[src/rtl/converter_params.svh]
// timing, field and reset constants for the converter control block
`ifndef CONVERTER_PARAMS_SVH
`define CONVERTER_PARAMS_SVH
`define CLK_PERIOD_NS     10
`define STRAP_SETTLE_NS   1000
`define RAMP_STEP_NS      1000
`define STRAP_CODE_W      5
`define VOUT_FIRST_CODE   5'h02
`define VOUT_LAST_CODE    5'h1D
`define COMP_LAST_CODE    5'h1D
`define COMP_GROUP_SIZE   5'h06
`define PG_RATIO_NUM      4'h9
`define PG_RATIO_DEN      4'hA
`define ADDR_PP_LOW       7'h01
`define ADDR_PP_HIGH      7'h40
`define ADDR_OD_LOW       7'h41
`define ADDR_OD_HIGH      7'h7F
`define MV_RESET          12'h000
`define VOUT_TABLE '{12'hCE4, 12'hC80, 12'hC1C, 12'hBB8, 12'hB54, 12'hAF0, 12'hA8C, \
    12'hA28, 12'h9C4, 12'h960, 12'h8FC, 12'h898, 12'h834, 12'h7D0, 12'h76C, 12'h708, \
    12'h6D6, 12'h6A4, 12'h672, 12'h640, 12'h60E, 12'h5DC, 12'h5C3, 12'h5AA, 12'h591, \
    12'h578, 12'h55F, 12'h546}
`endif

[src/rtl/converter_pkg.sv]
// types shared by the converter control block
package converter_pkg;
    typedef enum logic [2:0] {
        ST_STRAP = 3'h0,
        ST_OFF   = 3'h1,
        ST_RAMP  = 3'h3,
        ST_ON    = 3'h2,
        ST_SHUT  = 3'h6,
        ST_FAULT = 3'h4
    } conv_state_t;

    typedef enum logic [1:0] {
        SMP_SETTLE = 2'h0,
        SMP_CONV   = 2'h1,
        SMP_DONE   = 2'h3
    } sample_state_t;

    typedef struct packed {
        logic [2:0] base;
        logic [2:0] mult;
    } comp_sel_t;
endpackage

[src/rtl/strap_config_enable_power_good.sv]
// strap decode, enable sequencing and power-good drive of the converter
`include "converter_params.svh"
// What this block does
// - bias the output-voltage strap, digitize it and latch the setpoint before regulating
// - map strap codes to setpoints 3.3V down to 1.35V; two lowest and two highest codes reserved
// - enable high starts a soft-start ramp toward the setpoint
// - enable low ramps the output down in steps before stopping
// - pre-charged output starts the ramp from the measured voltage
// - power-good stays low while output is below 90% of setpoint
// - power-good only while in regulation and without major fault
// - fault drops power-good; it returns once the output recovers
// - address 0x01 to 0x40 drives power-good push-pull
// - address 0x41 to 0x7F drives power-good open-drain
// - compensator chosen from a single strap measurement
// - five base compensators, six capacitance multipliers each
module strap_config_enable_power_good #(
    parameter int MV_W          = 12,
    parameter int RAMP_STEP_MV  = 1,
    parameter int PREBIAS_MIN_MV = 50
) (
    input  wire logic                      core_clk,
    input  wire logic                      reset,
    input  wire logic                      enable_pin,
    input  wire logic [6:0]                bus_addr_strap,
    input  wire logic                      vout_adc_valid,
    input  wire logic [`STRAP_CODE_W-1:0]  vout_adc_code,
    input  wire logic                      comp_adc_valid,
    input  wire logic [`STRAP_CODE_W-1:0]  comp_adc_code,
    input  wire logic [MV_W-1:0]           vout_meas_mv,
    input  wire logic                      major_fault,
    output logic                           vout_select_strap_bias,
    output logic                           compensator_select_strap_bias,
    output logic                           config_done,
    output logic                           vout_code_reserved,
    output logic [MV_W-1:0]                setpoint_mv,
    output logic [MV_W-1:0]                ref_mv,
    output logic                           converter_run,
    output logic                           prebias_start,
    output converter_pkg::comp_sel_t       compensator,
    output logic                           power_good_out,
    output logic                           power_good_oe
);
    // ************************************************************
    // parameters and checks
    // ************************************************************
    localparam int SETTLE_CYC = (`STRAP_SETTLE_NS + `CLK_PERIOD_NS - 1) / `CLK_PERIOD_NS;
    localparam int STEP_CYC   = (`RAMP_STEP_NS + `CLK_PERIOD_NS - 1) / `CLK_PERIOD_NS;
    localparam logic [11:0] vout_tab [0:27] = `VOUT_TABLE;

    if (MV_W != 12 || RAMP_STEP_MV < 1 || PREBIAS_MIN_MV < 1) begin : g_chk
        $error("strap_config_enable_power_good: unsupported parameter values");
    end

    // ************************************************************
    // strap sampling
    // ************************************************************
    logic                      vout_done;
    logic                      comp_done;
    logic [`STRAP_CODE_W-1:0]  vout_code;
    logic [`STRAP_CODE_W-1:0]  comp_code;

    strap_sampler #(.SETTLE_CYC(SETTLE_CYC), .CODE_W(`STRAP_CODE_W)) u_vout_strap (
        .core_clk  (core_clk),
        .reset     (reset),
        .adc_valid (vout_adc_valid),
        .adc_code  (vout_adc_code),
        .bias_en   (vout_select_strap_bias),
        .code_q    (vout_code),
        .done_q    (vout_done)
    );

    strap_sampler #(.SETTLE_CYC(SETTLE_CYC), .CODE_W(`STRAP_CODE_W)) u_comp_strap (
        .core_clk  (core_clk),
        .reset     (reset),
        .adc_valid (comp_adc_valid),
        .adc_code  (comp_adc_code),
        .bias_en   (compensator_select_strap_bias),
        .code_q    (comp_code),
        .done_q    (comp_done)
    );

    // ************************************************************
    // pin synchronisers
    // ************************************************************
    logic       en_s1_q;
    logic       en_s2_q;
    logic [6:0] addr_s1_q;
    logic [6:0] addr_s2_q;

    always_ff @(posedge core_clk or posedge reset)
    begin
        if (reset)
        begin
            en_s1_q   <= 1'b0;
            en_s2_q   <= 1'b0;
            addr_s1_q <= 7'h00;
            addr_s2_q <= 7'h00;
        end
        else
        begin
            en_s1_q   <= enable_pin;
            en_s2_q   <= en_s1_q;
            addr_s1_q <= bus_addr_strap;
            addr_s2_q <= addr_s1_q;
        end
    end

    // ************************************************************
    // decode and sequencing
    // ************************************************************
    converter_pkg::conv_state_t st_q, st_d;
    logic [MV_W-1:0]            ref_d;
    logic [MV_W-1:0]            sp_d;
    logic                       rsv_d;
    logic                       pb_d;
    logic                       cfg_d;
    logic                       pp_mode_q, pp_mode_d;
    logic                       mode_ok_q, mode_ok_d;
    logic                       pg_q, pg_d;
    logic                       above_thr;
    converter_pkg::comp_sel_t   comp_d;
    logic [12:0]                tick_cnt_q, tick_cnt_d;
    logic                       tick;
    logic [MV_W:0]              ref_up;
    logic                       meas_prebias;

    assign tick         = (tick_cnt_q == 13'(STEP_CYC - 1));
    assign ref_up       = {1'b0, ref_mv} + (MV_W+1)'(RAMP_STEP_MV);
    assign meas_prebias = (vout_meas_mv > MV_W'(PREBIAS_MIN_MV));
    assign above_thr    = (16'(vout_meas_mv) * 16'(`PG_RATIO_DEN))
                          >= (16'(setpoint_mv) * 16'(`PG_RATIO_NUM));

    always_comb
    begin
        st_d       = st_q;
        ref_d      = ref_mv;
        sp_d       = setpoint_mv;
        rsv_d      = vout_code_reserved;
        pb_d       = prebias_start;
        cfg_d      = config_done;
        comp_d     = compensator;
        pp_mode_d  = pp_mode_q;
        mode_ok_d  = mode_ok_q;
        tick_cnt_d = tick ? 13'h0000 : tick_cnt_q + 13'h0001;
        case (st_q)
            converter_pkg::ST_STRAP:
            begin
                if (vout_done && comp_done)
                begin
                    cfg_d = 1'b1;
                    if (vout_code < `VOUT_FIRST_CODE || vout_code > `VOUT_LAST_CODE)
                    begin
                        rsv_d = 1'b1;
                    end
                    else
                    begin
                        sp_d = vout_tab[vout_code - `VOUT_FIRST_CODE];
                    end
                    if (comp_code <= `COMP_LAST_CODE)
                    begin
                        comp_d.base = 3'(comp_code / `COMP_GROUP_SIZE);
                        comp_d.mult = 3'(comp_code % `COMP_GROUP_SIZE);
                    end
                    pp_mode_d = (addr_s2_q >= `ADDR_PP_LOW)
                                && (addr_s2_q <= `ADDR_PP_HIGH);
                    mode_ok_d = 1'b1;
                    st_d      = converter_pkg::ST_OFF;
                end
            end
            converter_pkg::ST_OFF:
            begin
                ref_d = `MV_RESET;
                if (en_s2_q && !vout_code_reserved && !major_fault)
                begin
                    st_d = converter_pkg::ST_RAMP;
                    pb_d = meas_prebias;
                    if (meas_prebias)
                    begin
                        ref_d = (vout_meas_mv < setpoint_mv) ? vout_meas_mv : setpoint_mv;
                    end
                end
            end
            converter_pkg::ST_RAMP:
            begin
                if (major_fault)
                begin
                    st_d = converter_pkg::ST_FAULT;
                end
                else if (!en_s2_q)
                begin
                    st_d = converter_pkg::ST_SHUT;
                end
                else if (tick)
                begin
                    if (ref_up >= {1'b0, setpoint_mv})
                    begin
                        ref_d = setpoint_mv;
                        st_d  = converter_pkg::ST_ON;
                    end
                    else
                    begin
                        ref_d = ref_up[MV_W-1:0];
                    end
                end
            end
            converter_pkg::ST_ON:
            begin
                pb_d = 1'b0;
                if (major_fault)
                begin
                    st_d = converter_pkg::ST_FAULT;
                end
                else if (!en_s2_q)
                begin
                    st_d = converter_pkg::ST_SHUT;
                end
            end
            converter_pkg::ST_SHUT:
            begin
                if (major_fault)
                begin
                    st_d = converter_pkg::ST_FAULT;
                end
                else if (tick)
                begin
                    if (ref_mv <= MV_W'(RAMP_STEP_MV))
                    begin
                        ref_d = `MV_RESET;
                        st_d  = converter_pkg::ST_OFF;
                    end
                    else
                    begin
                        ref_d = ref_mv - MV_W'(RAMP_STEP_MV);
                    end
                end
            end
            default:
            begin
                ref_d = `MV_RESET;
                pb_d  = 1'b0;
                if (!major_fault)
                begin
                    st_d = converter_pkg::ST_OFF;
                end
            end
        endcase
        pg_d = (st_q == converter_pkg::ST_ON) && !major_fault && above_thr;
    end

    always_ff @(posedge core_clk or posedge reset)
    begin
        if (reset)
        begin
            st_q               <= converter_pkg::ST_STRAP;
            ref_mv             <= `MV_RESET;
            setpoint_mv        <= `MV_RESET;
            vout_code_reserved <= 1'b0;
            prebias_start      <= 1'b0;
            config_done        <= 1'b0;
            compensator        <= '0;
            pp_mode_q          <= 1'b0;
            mode_ok_q          <= 1'b0;
            tick_cnt_q         <= 13'h0000;
            pg_q               <= 1'b0;
            converter_run      <= 1'b0;
            power_good_out     <= 1'b0;
            power_good_oe      <= 1'b0;
        end
        else
        begin
            st_q               <= st_d;
            ref_mv             <= ref_d;
            setpoint_mv        <= sp_d;
            vout_code_reserved <= rsv_d;
            prebias_start      <= pb_d;
            config_done        <= cfg_d;
            compensator        <= comp_d;
            pp_mode_q          <= pp_mode_d;
            mode_ok_q          <= mode_ok_d;
            tick_cnt_q         <= tick_cnt_d;
            pg_q               <= pg_d;
            converter_run      <= (st_d == converter_pkg::ST_RAMP)
                                  || (st_d == converter_pkg::ST_ON)
                                  || (st_d == converter_pkg::ST_SHUT);
            power_good_out     <= mode_ok_q && pp_mode_q && pg_q;
            power_good_oe      <= mode_ok_q && (pp_mode_q || !pg_q);
        end
    end
endmodule

[src/rtl/strap_sampler.sv]
// biases one strap resistor, waits for settling, latches the digitized code
`include "converter_params.svh"
module strap_sampler #(
    parameter int SETTLE_CYC = 1,
    parameter int CODE_W     = 5
) (
    input  wire logic              core_clk,
    input  wire logic              reset,
    input  wire logic              adc_valid,
    input  wire logic [CODE_W-1:0] adc_code,
    output logic                   bias_en,
    output logic [CODE_W-1:0]      code_q,
    output logic                   done_q
);
    if (SETTLE_CYC < 1 || SETTLE_CYC > 4096) begin : g_chk
        $error("strap_sampler: SETTLE_CYC out of range");
    end

    converter_pkg::sample_state_t st_q, st_d;
    logic [12:0]                  cnt_q, cnt_d;
    logic [CODE_W-1:0]            code_d;

    always_comb
    begin
        st_d   = st_q;
        cnt_d  = cnt_q;
        code_d = code_q;
        case (st_q)
            converter_pkg::SMP_SETTLE:
            begin
                cnt_d = cnt_q + 13'h0001;
                if (cnt_q == 13'(SETTLE_CYC - 1))
                begin
                    st_d = converter_pkg::SMP_CONV;
                end
            end
            converter_pkg::SMP_CONV:
            begin
                if (adc_valid)
                begin
                    code_d = adc_code;
                    st_d   = converter_pkg::SMP_DONE;
                end
            end
            default:
            begin
                st_d = converter_pkg::SMP_DONE;
            end
        endcase
    end

    always_ff @(posedge core_clk or posedge reset)
    begin
        if (reset)
        begin
            st_q    <= converter_pkg::SMP_SETTLE;
            cnt_q   <= 13'h0000;
            code_q  <= '0;
            bias_en <= 1'b1;
            done_q  <= 1'b0;
        end
        else
        begin
            st_q    <= st_d;
            cnt_q   <= cnt_d;
            code_q  <= code_d;
            bias_en <= (st_d != converter_pkg::SMP_DONE);
            done_q  <= (st_d == converter_pkg::SMP_DONE);
        end
    end
endmodule

[config.mk]
export PLATFORM = sky130hd
export DESIGN_NAME = strap_config_enable_power_good
export DESIGN_NICKNAME = d
export VERILOG_FILES = /design/src/rtl/converter_pkg.sv /design/src/rtl/strap_config_enable_power_good.sv /design/src/rtl/strap_sampler.sv
export VERILOG_INCLUDE_DIRS = /design/src /design/src/rtl
export SDC_FILE = /design/constraint.sdc
export NUM_CORES = 1
export LEC_CHECK = 0
export BUFFER_PORTS_ARGS = -buffer_cell sky130_fd_sc_hd__buf_2
export CAP_MARGIN = 20
export CORE_MARGIN = 3
export CORE_UTILIZATION = 50
export CTS_CLUSTER_DIAMETER = 30
export DETAILED_ROUTE_END_ITERATION = 10
export PLACE_DENSITY_LB_ADDON = 0.08
export SLEW_MARGIN = 20
export SYNTH_ARGS = -nofsm -noshare
export SYNTH_HDL_FRONTEND = slang
export SYNTH_SLANG_ARGS = --single-unit
[constraint.sdc]
create_clock -name core_clk -period 10 [get_ports core_clk]
set_input_delay 2 -clock core_clk [delete_from_list [all_inputs] [get_ports core_clk]]
set_output_delay 2 -clock core_clk [all_outputs]
set_load 0.005 [all_outputs]
==> After elaboration in Yosys (flattened, before gate mapping) <==
Memories as Yosys holds them, arrays and structs flattened. A register that Yosys moved wholly into a read port is not among the register bits.
Index checks and enable logic that the tools add are counted.
{ "op_classes": {"reduce_logical": 29, "order_cmp": 10, "n_bitwise": 4, "n_eq_ne": 22, "muxes": 33, "add_sub_neg": 6, "div_mod_pow": 2, "n_mul": 2} }
{ "op_table": {"columns": ["operator", "n"], "rows": [
  ["$mux W12", 10],
  ["$pmux W12 S4", 1],
  ["$add A13 B1 Y13 const B", 3],
  ["$eq A13 B7 Y1 const B", 3],
  ["$mux W3", 12],
  ["$ge A16 B16 Y1", 1],
  ["$mul A12 B4 Y16 const B", 1],
  ["$ne A2 B2 Y1 const B", 8],
  ["$mul A12 B3 Y15 const B", 1],
  ["$pmux W3 S5", 1],
  ["$add A12 B1 Y13 const B", 1],
  ["$ge A13 B12 Y1", 1],
  ["$mux W13", 1],
  ["$eq A3 B2 Y1 const B", 4],
  ["$gt A12 B6 Y1 const B", 1],
  ["$le A12 B1 Y1 const B", 1],
  ["$lt A12 B12 Y1", 1],
  ["$sub A12 B1 Y12 const B", 1],
  ["$logic_and A1 B1 Y1", 9],
  ["$reduce_and A3 Y1", 3],
  ["$mux W2", 4],
  ["$pmux W2 S2", 2],
  ["$reduce_and A2 Y1", 4],
  ["$ge A7 B1 Y1 const B", 1],
  ["other kinds (22)", 33]
]} }
{ "totals": {"elab_cells": 136, "mem_count": 1, "rom_bits": 384, "input_bits": 35, "out_inout_bits": 38, "regBits": 102} }
{ "memory_table": {"columns": ["name", "depth", "width", "rd", "rd_clocked_by_memory_dff", "wr", "line_no", "text"], "rows": [
  ["(name not given)", 32, 12, 1, 1, 0, "strap_config_enable_power_good.sv:157", "sp_d = vout_tab[vout_code - `VOUT_FIRST_CODE];"]
]} }

==> Logic depth before layout (Yosys ltp) <==
{ "logic_depth": {"depth_word": 10, "depth_mapped": 16, "ltp_nobuf": 16} }

==> Cells and area by module <==
Synthesis repeated with hierarchy kept, for this count alone.
{ "hier_totals": {"hier_cells": 850, "hier_area_um2": 7993.9} }
{ "by_module_without_submodules": {"columns": ["mod", "area_per_inst_um2", "seq_area_each_um2", "cells_per_inst", "n_inst"], "rows": [
  ["strap_config_enable_power_good", 6115.9, 1751.7, 704, 1],
  ["strap_sampler at u_vout_strap", 942.2, 551.8, 71, 1],
  ["strap_sampler at u_comp_strap", 935.9, 551.8, 75, 1]
]} }

==> Least setup slack after synthesis <==
OpenSTA, ideal clock, no wires.
{ "synth_timing": {"path_kind": "input to register", "start": "input vout_meas_mv[2]", "end": "register pg_q", "path_stages": 14, "arrival_ps": 4734, "t_required_ps": 9870, "n_path_buf": 0, "setup_time_ps": 130, "slack_ps": 5135, "cell_sequence": "ha_1 -> ha_1 -> a21o_1 -> a21o_1 -> a311oi_1 -> o21bai_1 -> a21oi_1 -> xnor2_1 -> ha_1 -> and4_1 -> o2111ai_1 -> a21oi_1 -> o41ai_1 -> a21oi_1"} }
{ "synth_via": {"elab_chain_cells": 3} }
{ "synth_rtl": {"columns": ["element", "line_no", "text"], "rows": [
  ["start: declaration", "strap_config_enable_power_good.sv:29", "input wire logic [MV_W-1:0] vout_meas_mv,"],
  ["$mul A12 B3 Y15", "strap_config_enable_power_good.sv:130", "assign above_thr = (16'(vout_meas_mv) * 16'(`PG_RATIO_DEN))"],
  ["$ge A16 B16 Y1", "strap_config_enable_power_good.sv:130", null],
  ["$logic_and A1 B1 Y1", "strap_config_enable_power_good.sv:247", "pg_d = (st_q == converter_pkg::ST_ON) && !major_fault && above_thr;"],
  ["named net pg_d", "strap_config_enable_power_good.sv:119", "logic pg_q, pg_d;"],
  ["end signal: assignment", "strap_config_enable_power_good.sv:281", "pg_q <= pg_d;"],
  ["end: declaration", "strap_config_enable_power_good.sv:119", null]
]} }
The timed path passes the listed nets, and every way through them passes these cells.
A chain may end at the register's enable or synchronous reset.

==> Worst setup path in the final report <==
Same ends and word-level chain as after synthesis.

==> impl_results.md <==
- Outcome: completed
- Synthesized area: 8159 um^2
- CTS Root Buffer Type: clkbuf_16
- Hold Violations, Final: 0
- Fin crit share: 0.4890
- Max cap viols: 0
- Post-synth EDFFs: 0
- Min Tclk post-route: 4.890 ns
- Die height: 133.7 um
- Finished layout cell area: slightly above 9000 um^2
- Filler instances: 1,405
- Tot GR Track Use: 0.2295
- Gate Count Post-Synth: around 860
- Total Neg Setup Slack: 0 ns
- Setup WS pre-CTS: ~4.7 ns
- RSZ-0062 raised after global routing: no
- Worst-path clk slew: 0.07 ns
- Longest Clk Path Bufs: 2
- Final setup vio count: 0
- # port buffers: 72
- Final-stage net count: 1,058
- Post-synthesis sequential area ratio: 0.3499
- Row Count: 46
- Post-route ant nets: 0
- R2R cell count: 12
- Cells along the critical path: buf_2 -> ha_1 -> ha_1 -> a21o_1 -> a21o_1 -> a311oi_1 -> o21bai_1 -> a21oi_1 -> xnor2_1 -> ha_1 -> and4_1 -> o2111ai_1 -> a21oi_1 -> o41ai_1 -> a21oi_1
- Max Fclk: 0.2045 GHz
- Vias in the first global route: approximately 6,600
- Power per cell area: between 150 and 200 nW/um^2
- Critical Path RT: 10.29 ns
- Asr flop ratio synth: 1.000
- Number of H-tree levels: 4
- CP max-delay cell: a311oi_1
- Worst min-delay path class: flip-flop to flip-flop
- Ant. Diodes: 0
- Register share of total power: 0.337
- Via count: roughly 6,800
- IO Count: 73
- Avg WL per Cell: 17.28 um
- Sw frac: 0.3672
- Unique masters post-synth: 85
- Slew headroom: 0.3030
- Drt drc: 0
- Skew-Pair Late Insertion Delay: 0.42 ns
- Most used DFF post-synth: dfrtp_1
- Post-Syn Area per Cell: about 9.5 um^2
- GRT overflow: 0
- P_sw: 0.0006107 W
- First-pass GRT wire length: 33,090 um
- Net Count, Synth: around 1,000
- Worst Path Arrival: 5.18 ns
- Crit path max fanout: 5
- Area grow syn2layout: 12.93%
- Worst-margin pin slew: 1.038 ns
- Hpwl dp: 15,060 um
- P_int: 0.001053 W
- Leakage: 4.221 nW
- Num CTS Buffers: 17
- Sink Count: 114
- Hold Slack: 0.3436 ns
- Most frequent cells in the layout: dfrtp_1 (112), ha_1 (92), buf_2 (72)
- DRT iter0 DRCs: 415
- Clock Skew: 0.01438 ns
- Leading cell type in the layout, fill and taps excluded: dfrtp_1
- Initial DRT Pass Iterations: 5
- Syn. warnings: 0
- Clock Power Share: 0.335
- CTS Hold Bufs: 0
- Post_cts resized: 0
- Synth Register Bits: 114
- Slowest cell delay on critical path: 0.48 ns
- CTS tree: yes
- Placed cell areas: 8660 um^2
- Initial antenna violation count: 0
- Worst vdd ir: 0.0001300 V
- Placed insts: 1,126
- GPL Wtd Cong: 0.9036
- CP Launch Type: input port
- Core region area: 15,940 um^2
- CP endpoint kind: flip-flop
- Chip width: 133.7 um
- DR vias/cell: around 5.8
- Total setup buffers inserted after CTS: 0
- Post-route insts no fill: between 1,000 and 1,500
- Slew Viols, Final: 0
- Hold path cells: 0
- Die Area: 17,890 um^2
- Comb pwr share: 0.328
- WL final: 20,010 um
- Initial core utilization: 0.5118
- Critical path type: input port to flip-flop
- Fraction of layout cells with a size suffix above 1: 0.1624
- Post-route setup slack: approximately 5.1 ns
- Pin count of the biggest net entering global routing: 66
[cell type report]
type,instances,area [um^2],share of cell area
multi-input combinational,672,4976,0.5401
sequential,114,2855,0.3099
clock buffer,19,432.9,0.04699
timing repair buffer,74,375.4,0.04074
tap,216,270.3,0.02933
inverter,50,190.2,0.02064
clock inverter,13,113.9,0.01236
[metrics by stage]
| step | power [W] | util |
|---|---|---|
| 6_report | 0.001663 | 0.5779 |
| 5_1_grt | 0.001761 | 0.5779 |
| 4_1_cts | 0.001667 | 0.5775 |
| 3_5_place_dp | 0.001098 | 0.5432 |
| 3_3_place_gp | 0.001086 | 0.5432 |
| 2_1_floorplan | 0.0009830 | - |
[power groups by stage]
| stage | clock (W) | combinational (W) | sequential (W) |
|---|---|---|---|
| after floorplan | 0 | 0.000465 | 0.000518 |
| after global placement | 0 | 0.000520 | 0.000566 |
| after detailed placement | 0 | 0.000532 | 0.000566 |
| after CTS | 0.000571 | 0.000537 | 0.000559 |
| after global routing | 0.000590 | 0.000603 | 0.000568 |
| final | 0.000557 | 0.000545 | 0.000561 |
[synth_stat cells, types with 15 or more instances]
cell type  number  share of area
a21oi_1        50          0.031
dfrtp_1       112           0.34
ha_1           92           0.14
inv_1          49          0.023
mux2_2         15          0.021
nand2_1        66          0.030
nand3_1        32          0.020
nand4_1        16          0.012
nor2_1         68          0.031
nor3_1         17          0.010
o21ai_0        34          0.021
o21ai_1        15         0.0092
xnor2_1        51          0.055
xor2_1         19          0.020
[flip-flops by register name (all words and copies together), names as in the netlist, 2 cells and up]
register	flops
u_comp_strap.code_q	5
u_comp_strap.cnt_q	13
u_vout_strap.st_q	2
setpoint_mv	12
tick_cnt_q	13
u_vout_strap.code_q	5
st_q	3
u_comp_strap.st_q	2
addr_s2_q	7
compensator	6
ref_mv	12
u_vout_strap.cnt_q	13
addr_s1_q	7
[logic make-up (layout without fill, tap and decap cells)]
logic type / Yosys count / in the layout / synth area share
adder cells (fa/ha/maj): 94 / 94 / 0.1460
flip-flops: 114 / 114 / 0.3499
XOR/XNOR: 71 / 71 / 0.07714
AO/OA/AOI/OAI: 198 / 198 / 0.1589
multiplexers: 30 / 30 / 0.03926
AND/OR/NAND/NOR: 279 / 279 / 0.1877
buffers and inverters: 77 / 156 / 0.04110
[path summary, 6_finish.rpt]
kind	startpoint	end	slack [ns]
setup / recovery	vout_meas_mv[2]	pg_q	5.11
max in group asynchronous	reset	ref_mv[2]	7.12
min in group asynchronous	reset	compensator[0]	1.74
setup reg to reg	ref_mv[0]	ref_mv[4]	5.80
hold / removal	addr_s1_q[4]	addr_s2_q[4]	0.34
hold reg to reg	addr_s1_q[4]	addr_s2_q[4]	0.34
[routing by layer]
layer | track usage | share of wire | vias to the layer above
li1 | - | - | 3256
met1 | 0.3043 | 0.46 | 3273
met3 | 0.05249 | 0.049 | 41
met2 | 0.3622 | 0.46 | 202
met4 | 0.09771 | 0.031 | 0
met5 | 0 | 0 | -
[worst max-delay path, delay by kind of cell]
family	cells	cell delay, ns
compound gates	9	1.80
simple gates	1	0.22
xor+xnor	1	0.15
buf+inv	1	0.14
fa+ha+maj	3	0.88
Note: power is estimated with default switching activity, not from simulation.
